<file path="src/tsp_regs.svh">
`ifndef TSP_REGS_SVH
`define TSP_REGS_SVH
// -----------------------------------------------------------------
// frame layout
// -----------------------------------------------------------------
`define TSP_FRAME_LEN 5'd16
`define TSP_LOAD_EDGE 5'd15
`define TSP_PD_BIT 4'hd
`define TSP_TEMP_W 10
`define TSP_CTRL_W 16
// -----------------------------------------------------------------
// timing
// -----------------------------------------------------------------
`define TSP_CLK_NS 10
`define TSP_UPDATE_US 400
`define TSP_CONV_US 25
`define TSP_UPDATE_CYC ((`TSP_UPDATE_US * 1000) / `TSP_CLK_NS)
`define TSP_CONV_CYC ((`TSP_CONV_US * 1000) / `TSP_CLK_NS)
`define TSP_SCLK_HALF 16'h0004
// -----------------------------------------------------------------
// host register map
// -----------------------------------------------------------------
`define TSP_ADDR_CTRL 4'h0
`define TSP_ADDR_STAT 4'h4
`define TSP_ADDR_TEMP 4'h8
`define TSP_CTRL_GO 0
`define TSP_CTRL_SD 1
`define TSP_STAT_BUSY 0
`endif

</file>
<file path="src/tsp_pkg.sv">
package tsp_pkg;
  typedef enum logic [2:0] {
    TSP_IDLE = 3'b001,
    TSP_SHIFT = 3'b010,
    TSP_DONE = 3'b100
  } tsp_host_state_type;
  typedef enum logic [1:0] {
    TSP_RUN_IDLE = 2'b01,
    TSP_RUN_CONV = 2'b10
  } tsp_conv_state_type;
endpackage

</file>
<file path="src/tsp_link_if.sv">
`timescale 1ns/1ps
interface tsp_link_if;
  logic select;
  logic sclk;
  logic serial_in;
  logic serial_out;
  logic serial_out_oe_n;
  modport dev(input select, input sclk, input serial_in, output serial_out, output serial_out_oe_n);
  modport host(output select, output sclk, output serial_in, input serial_out, input serial_out_oe_n);
endinterface

</file>
<file path="src/tsp_host_master.sv">
`timescale 1ns/1ps
`include "tsp_regs.svh"
module tsp_host_master
  import tsp_pkg::*;
(
  input wire logic aclk,
  input wire logic aresetn,
  tsp_link_if.host link,
  input wire logic [3:0] s_axi_awaddr,
  input wire logic s_axi_awvalid,
  output logic s_axi_awready,
  input wire logic [31:0] s_axi_wdata,
  input wire logic [3:0] s_axi_wstrb,
  input wire logic s_axi_wvalid,
  output logic s_axi_wready,
  output logic [1:0] s_axi_bresp,
  output logic s_axi_bvalid,
  input wire logic s_axi_bready,
  input wire logic [3:0] s_axi_araddr,
  input wire logic s_axi_arvalid,
  output logic s_axi_arready,
  output logic [31:0] s_axi_rdata,
  output logic [1:0] s_axi_rresp,
  output logic s_axi_rvalid,
  input wire logic s_axi_rready
);
  // -----------------------------------------------------------------
  // host state
  // -----------------------------------------------------------------
  tsp_host_state_type st_reg, st_next;
  logic [15:0] div_reg, div_next;
  logic [4:0] bit_reg, bit_next;
  logic sel_reg, sel_next, sck_reg, sck_next, sdi_reg, sdi_next;
  logic [15:0] tx_reg, tx_next, rx_reg, rx_next;
  logic [9:0] temp_reg, temp_next;
  logic sd_reg, sd_next;
  logic [2:0] so_sync_reg, so_sync_next;
  logic so_reg, so_next;
  logic aw_reg, aw_next, w_reg, w_next;
  logic [3:0] awa_reg, awa_next;
  logic [31:0] wd_reg, wd_next;
  logic awr_reg, awr_next, wr_reg, wr_next, bv_reg, bv_next;
  logic arr_reg, arr_next, rv_reg, rv_next;
  logic [31:0] rd_reg, rd_next;
  logic go;

  always_comb begin
    so_sync_next = {so_sync_reg[1:0], link.serial_out};
    so_next = (so_sync_reg[2] == so_sync_reg[1]) ? so_sync_reg[1] : so_reg;
  end

  // -----------------------------------------------------------------
  // axi4-lite slave
  // -----------------------------------------------------------------
  always_comb begin
    aw_next = aw_reg;
    awa_next = awa_reg;
    w_next = w_reg;
    wd_next = wd_reg;
    awr_next = !aw_reg && !bv_reg && !(s_axi_awvalid && awr_reg);
    wr_next = !w_reg && !bv_reg && !(s_axi_wvalid && wr_reg);
    bv_next = bv_reg;
    go = 1'b0;
    sd_next = sd_reg;
    if (s_axi_awvalid && awr_reg) begin
      aw_next = 1'b1;
      awa_next = s_axi_awaddr;
    end
    if (s_axi_wvalid && wr_reg) begin
      w_next = 1'b1;
      wd_next = s_axi_wdata;
    end
    if (aw_reg && w_reg && !bv_reg) begin
      bv_next = 1'b1;
      aw_next = 1'b0;
      w_next = 1'b0;
      if (awa_reg == `TSP_ADDR_CTRL) begin
        sd_next = wd_reg[`TSP_CTRL_SD];
        go = wd_reg[`TSP_CTRL_GO];
      end
    end
    if (bv_reg && s_axi_bready) begin
      bv_next = 1'b0;
    end
    arr_next = !rv_reg && !(s_axi_arvalid && arr_reg);
    rv_next = rv_reg;
    rd_next = rd_reg;
    if (s_axi_arvalid && arr_reg) begin
      rv_next = 1'b1;
      case (s_axi_araddr)
        `TSP_ADDR_CTRL: rd_next = {30'h0, sd_reg, 1'b0};
        `TSP_ADDR_STAT: rd_next = {31'h0, st_reg != TSP_IDLE};
        `TSP_ADDR_TEMP: rd_next = {{22{temp_reg[9]}}, temp_reg};
        default: rd_next = 32'h0;
      endcase
    end
    if (rv_reg && s_axi_rready) begin
      rv_next = 1'b0;
    end
  end

  // -----------------------------------------------------------------
  // serial frame engine
  // -----------------------------------------------------------------
  always_comb begin
    st_next = st_reg;
    div_next = div_reg;
    bit_next = bit_reg;
    sel_next = sel_reg;
    sck_next = sck_reg;
    sdi_next = sdi_reg;
    tx_next = tx_reg;
    rx_next = rx_reg;
    temp_next = temp_reg;
    case (st_reg)
      TSP_IDLE: begin
        sel_next = 1'b0;
        sck_next = 1'b0;
        if (go) begin
          st_next = TSP_SHIFT;
          sel_next = 1'b1;
          div_next = 16'h0;
          bit_next = 5'h0;
          tx_next = {2'b00, sd_next, 13'h0};
          sdi_next = 1'b0;
        end
      end
      TSP_SHIFT: begin
        div_next = 16'(div_reg + 16'h1);
        if (div_reg == `TSP_SCLK_HALF) begin
          div_next = 16'h0;
          sck_next = !sck_reg;
          if (!sck_reg) begin
            sdi_next = tx_reg[15]; // presented before the falling edge
            tx_next = {tx_reg[14:0], 1'b0};
          end else begin
            rx_next = {rx_reg[14:0], so_reg};
            bit_next = 5'(bit_reg + 5'h1);
            if (5'(bit_reg + 5'h1) == `TSP_FRAME_LEN) begin
              st_next = TSP_DONE;
            end
          end
        end
      end
      TSP_DONE: begin
        div_next = 16'(div_reg + 16'h1);
        if (div_reg == `TSP_SCLK_HALF) begin
          // output reaches so_reg one bit late
          temp_next = rx_reg[13:4];
          sel_next = 1'b0;
          sdi_next = 1'b0;
          st_next = TSP_IDLE;
        end
      end
      default: st_next = TSP_IDLE;
    endcase
  end

  always_ff @(posedge aclk) begin
    if (!aresetn) begin
      st_reg <= TSP_IDLE;
      div_reg <= 16'h0;
      bit_reg <= 5'h0;
      sel_reg <= 1'b0;
      sck_reg <= 1'b0;
      sdi_reg <= 1'b0;
      tx_reg <= 16'h0;
      rx_reg <= 16'h0;
      temp_reg <= 10'h0;
      sd_reg <= 1'b0;
      so_sync_reg <= 3'h0;
      so_reg <= 1'b0;
      aw_reg <= 1'b0;
      awa_reg <= 4'h0;
      w_reg <= 1'b0;
      wd_reg <= 32'h0;
      awr_reg <= 1'b0;
      wr_reg <= 1'b0;
      bv_reg <= 1'b0;
      arr_reg <= 1'b0;
      rv_reg <= 1'b0;
      rd_reg <= 32'h0;
    end else begin
      st_reg <= st_next;
      div_reg <= div_next;
      bit_reg <= bit_next;
      sel_reg <= sel_next;
      sck_reg <= sck_next;
      sdi_reg <= sdi_next;
      tx_reg <= tx_next;
      rx_reg <= rx_next;
      temp_reg <= temp_next;
      sd_reg <= sd_next;
      so_sync_reg <= so_sync_next;
      so_reg <= so_next;
      aw_reg <= aw_next;
      awa_reg <= awa_next;
      w_reg <= w_next;
      wd_reg <= wd_next;
      awr_reg <= awr_next;
      wr_reg <= wr_next;
      bv_reg <= bv_next;
      arr_reg <= arr_next;
      rv_reg <= rv_next;
      rd_reg <= rd_next;
    end
  end

  assign link.select = sel_reg;
  assign link.sclk = sck_reg;
  assign link.serial_in = sdi_reg;
  assign s_axi_awready = awr_reg;
  assign s_axi_wready = wr_reg;
  assign s_axi_bvalid = bv_reg;
  assign s_axi_bresp = 2'h0;
  assign s_axi_arready = arr_reg;
  assign s_axi_rvalid = rv_reg;
  assign s_axi_rdata = rd_reg;
  assign s_axi_rresp = 2'h0;
endmodule

</file>
<file path="src/flat_wrapper.sv">
// flat-port wrapper written by rule: the top's interface ports become plain ports
module tsp_host_master_flat import tsp_pkg::*;
  (aclk, aresetn, s_axi_awaddr, s_axi_awvalid, s_axi_awready, s_axi_wdata, s_axi_wstrb, s_axi_wvalid, s_axi_wready, s_axi_bresp, s_axi_bvalid, s_axi_bready, s_axi_araddr, s_axi_arvalid, s_axi_arready, s_axi_rdata, s_axi_rresp, s_axi_rvalid, s_axi_rready, link_select, link_sclk, link_serial_in, link_serial_out, link_serial_out_oe_n);
  tsp_link_if link_i ();
  input wire logic aclk;
  input wire logic aresetn;
  input wire logic [3:0] s_axi_awaddr;
  input wire logic s_axi_awvalid;
  output logic s_axi_awready;
  input wire logic [31:0] s_axi_wdata;
  input wire logic [3:0] s_axi_wstrb;
  input wire logic s_axi_wvalid;
  output logic s_axi_wready;
  output logic [1:0] s_axi_bresp;
  output logic s_axi_bvalid;
  input wire logic s_axi_bready;
  input wire logic [3:0] s_axi_araddr;
  input wire logic s_axi_arvalid;
  output logic s_axi_arready;
  output logic [31:0] s_axi_rdata;
  output logic [1:0] s_axi_rresp;
  output logic s_axi_rvalid;
  input wire logic s_axi_rready;
  output wire logic [$bits(link_i.select)-1:0] link_select;
  output wire logic [$bits(link_i.sclk)-1:0] link_sclk;
  output wire logic [$bits(link_i.serial_in)-1:0] link_serial_in;
  input wire logic [$bits(link_i.serial_out)-1:0] link_serial_out;
  input wire logic [$bits(link_i.serial_out_oe_n)-1:0] link_serial_out_oe_n;
  assign link_select = link_i.select;
  assign link_sclk = link_i.sclk;
  assign link_serial_in = link_i.serial_in;
  assign link_i.serial_out = link_serial_out;
  assign link_i.serial_out_oe_n = link_serial_out_oe_n;
  tsp_host_master u_core (.aclk(aclk), .aresetn(aresetn), .link(link_i), .s_axi_awaddr(s_axi_awaddr), .s_axi_awvalid(s_axi_awvalid), .s_axi_awready(s_axi_awready), .s_axi_wdata(s_axi_wdata), .s_axi_wstrb(s_axi_wstrb), .s_axi_wvalid(s_axi_wvalid), .s_axi_wready(s_axi_wready), .s_axi_bresp(s_axi_bresp), .s_axi_bvalid(s_axi_bvalid), .s_axi_bready(s_axi_bready), .s_axi_araddr(s_axi_araddr), .s_axi_arvalid(s_axi_arvalid), .s_axi_arready(s_axi_arready), .s_axi_rdata(s_axi_rdata), .s_axi_rresp(s_axi_rresp), .s_axi_rvalid(s_axi_rvalid), .s_axi_rready(s_axi_rready));
endmodule
</file>
<file path="config.mk">
export PLATFORM = sky130hd
export DESIGN_NAME = tsp_host_master_flat
export DESIGN_NICKNAME = d
export VERILOG_FILES = /design/src/tsp_pkg.sv /design/src/tsp_link_if.sv /design/src/tsp_host_master.sv /design/src/flat_wrapper.sv
export VERILOG_INCLUDE_DIRS = /design/src
export SDC_FILE = /design/constraint.sdc
export NUM_CORES = 1
export LEC_CHECK = 0
export ABC_AREA = 1
export BUFFER_PORTS_ARGS = -buffer_cell sky130_fd_sc_hd__buf_2
export CAP_MARGIN = 20
export CORE_ASPECT_RATIO = 1.1
export CORE_UTILIZATION = 25
export DETAILED_ROUTE_END_ITERATION = 6
export MAX_ROUTING_LAYER = met4
export PLACE_DENSITY_LB_ADDON = 0.1
export RECOVER_POWER = 100
export SYNTH_ARGS = -nofsm -noshare
export SYNTH_HDL_FRONTEND = slang
export SYNTH_SLANG_ARGS = --single-unit
</file>
<file path="constraint.sdc">
create_clock -name aclk -period 1.8 [get_ports aclk]
set_input_delay 0 -clock aclk [delete_from_list [all_inputs] [get_ports aclk]]
set_output_delay 0 -clock aclk [all_outputs]
set_load 0.1 [all_outputs]
</file>
==> impl_metrics.yaml <==
status:
  status: "complete, no violations"
logic_synthesis:
  synth_area_sq_mm: 0.003865
  synth_top_area_cell: "dfxtp_1"
  synth.area.top_cells: "dfxtp_1 (42%), nand2_1 (9.1%), a21oi_1 (7.8%)"
  netlist_instances: 539
  synth_cell_types: 34
  ys_ff_latch: 82
  synth.yosys.warnings: 0
  synth_top_area_share_pct: 42.47
  synth_area_per_cell_sq_um: 7.171
  synth-seq-area-share_pct: 42.47
place:
  gp_congestion: 0.7766
  dp_hpwl_um: 6762
  io_buffer_count: 57
  dp_slack_ps: 45.40
power_and_ir_drop:
  power.leakage_nw: 2.017
  p_total_mw: 5.094
  ir_worst_vdd_v: 0.0004257
  power_density_mw_per_mm2: 1069
sta:
  maxSlewViolCount: 0
  tightest_slew_ps: 1178
  final.period_utilization_pct: 92.37
  fin_crit_ps: 1663
  timing.final.hold_violations: 0
  setup_slack_ps: 137.3
  final.setup_skew_ps: 10.12
  rsz0062_at_grt: "true"
  maxSlewHeadroom_pct: 21.79
  final-setup-viol-count: 0
  holdWs_ps: 18.25
  fmax_ghz: 0.6014
grt:
  grt_pass1_wl_um: 15860
  overflow: 0
  antenna_found_initial: 0
  grt_use_total_pct: 13.23
  grt_start_max_net_pins: 60
  grt_pass1_vias: 3158
critical_path:
  cp-start-kind: "register"
  critPathMaxStageDelay_ps: 590
  cp_common_cell: "nand2_1"
  rrSetupSlack_ps: 140
  cp_cell_sequence: "nand2_1 -> clkinvlp_4 -> nand2_1 -> a21oi_1 -> dlygate4sd3_1"
  arrival_ps: 1900
  crit_path_top_delay_cell: "dlygate4sd3_1"
  critPathKind: "reg -> reg"
  critPathMaxFanout: 20
  required_ps: 2040
  critPathCaptureType: "register"
clock_tree:
  insertion_delay_ps: 350
  clockBufferDepth: 2
  cts_made_buffers: 9
  tritoncts: "yes"
  cts_root_buffer: "clkbuf_16"
  cts_sinks: 82
  clk_pin_slew_ps: 60
  cts.htree.levels: 3
die:
  die_h_um: 132.4
  io_pins: 97
  num_rows: 47
  die_area_sq_mm: 0.01596
  coreArea_sq_mm: 0.01505
  die_w_um: 120.6
  initial_utilization_pct: 25.67
finish:
  finalNetCount: 652
  antenna_cells: 0
  largest_reg_flops: 16
  drive_gt1_share_pct: 17.64
  area_growth_pct: 23.34
  final_common_cell: "nand2_1"
  layout_common_cells: "nand2_1 (94), dfxtp_1 (80), nor2_1 (65)"
  utilization_pct: 31.67
drt:
  vias: 3462
  ant_nets: 0
  dr.pass1.iters: 4
  totalWireLength_um: 9790
  drt_first_iter_violations: 164
  vias_per_cell: 4.344
  wl_per_cell_um: 12.28
  drc: 0
flow_run:
  cap_violations: 0
worst_hold_path:
  min_path_type: "in -> reg"
-- per-stage QoR --
| stage | TNS [ps] | area, sq um | std cells |
|---|---|---|---|
| global route | -10.48 | 4767 | 797 |
| CTS | 0 | 4722 | 795 |
| global placement | 0 | 4252 | 764 |
| detailed placement | 0 | 4252 | 764 |
| finish | 0 | 4767 | 797 |
| floorplan | 0 | 3879 | 542 |
-- cells by family after synthesis --
logic type	synth area share, %
compound gates	16.87
xor+xnor	1.360
fa+ha+maj	0.9713
buf+inv	12.69
flops	42.47
other cells	0.09703
simple gates	25.54
-- worst paths after layout --
kind / startpoint / to / depth (start not counted)
worst max register to register: u_core.s_axi_arready / u_core.s_axi_rdata[0] / 5
worst min register to register: u_core.so_sync_reg[0] / u_core.so_sync_reg[1] / 2
worst min-delay path: s_axi_awvalid / u_core.aw_reg / 3
worst max-delay path: u_core.s_axi_arready / u_core.s_axi_rdata[0] / 5
-- cell type report --
type	count	area [sq um]
clock inverters	5	87.58
fillers	1662	10290
multi-input cells	361	1777
flip-flops and latches	82	1644
clock buffers	11	232.7
well taps	196	245.2
inverters	54	206.4
repair buffers	88	574.3
-- report_power, final --
part	internal, mW	total [mW]	leakage [nW]	switching, mW
logic	0.244	1.08	1.20	0.840
clock network	1.23	2.03	0.152	0.797
registers	1.91	1.98	0.667	0.0707
-- worst max-delay path: cells and delay by family (launching register included) --
family,cells,cell delay (ps)
DFF,1,310
and+or+nand+nor,2,290
buffers and inverters,2,890
AOI/OAI and AO/OA,1,70
-- per-layer routing --
layer	track usage, %	up-vias	wire, um	share of wire [%]
met2	19.70	31	4511	46
li1	-	1848	-	-
met1	17.00	1570	4854	50
met4	5.624	0	177	1.8
met3	3.157	13	247	2.5
met5	-	-	0	0
-- cells in the mapped netlist (all sizes together) --
| library cell | number |
|---|---|
| clkinv | 1 |
| nand2 | 99 |
| conb | 1 |
| buf | 34 |
| o31ai | 1 |
| nand3 | 31 |
| o21bai | 1 |
| ha | 3 |
| nand4 | 9 |
| o221ai | 1 |
| nor3 | 9 |
| nor2 | 72 |
| or2 | 2 |
| nor4 | 2 |
| nand3b | 1 |
| o21ai | 55 |
| o211ai | 4 |
| dfxtp | 82 |
| a21oi | 60 |
| clkbuf | 11 |
| inv | 53 |
| o21a | 1 |
| xor2 | 6 |
-- timing repair --
item | CTS | global route
buffers inserted | 0 | 1
hold buffers | 15 | 0
resized for setup | 0 | 10
hold endpoints to repair | 12 | 0
endpoints found under the setup margin | 0 | 27
Note: power is estimated with default switching activity, not from simulation.
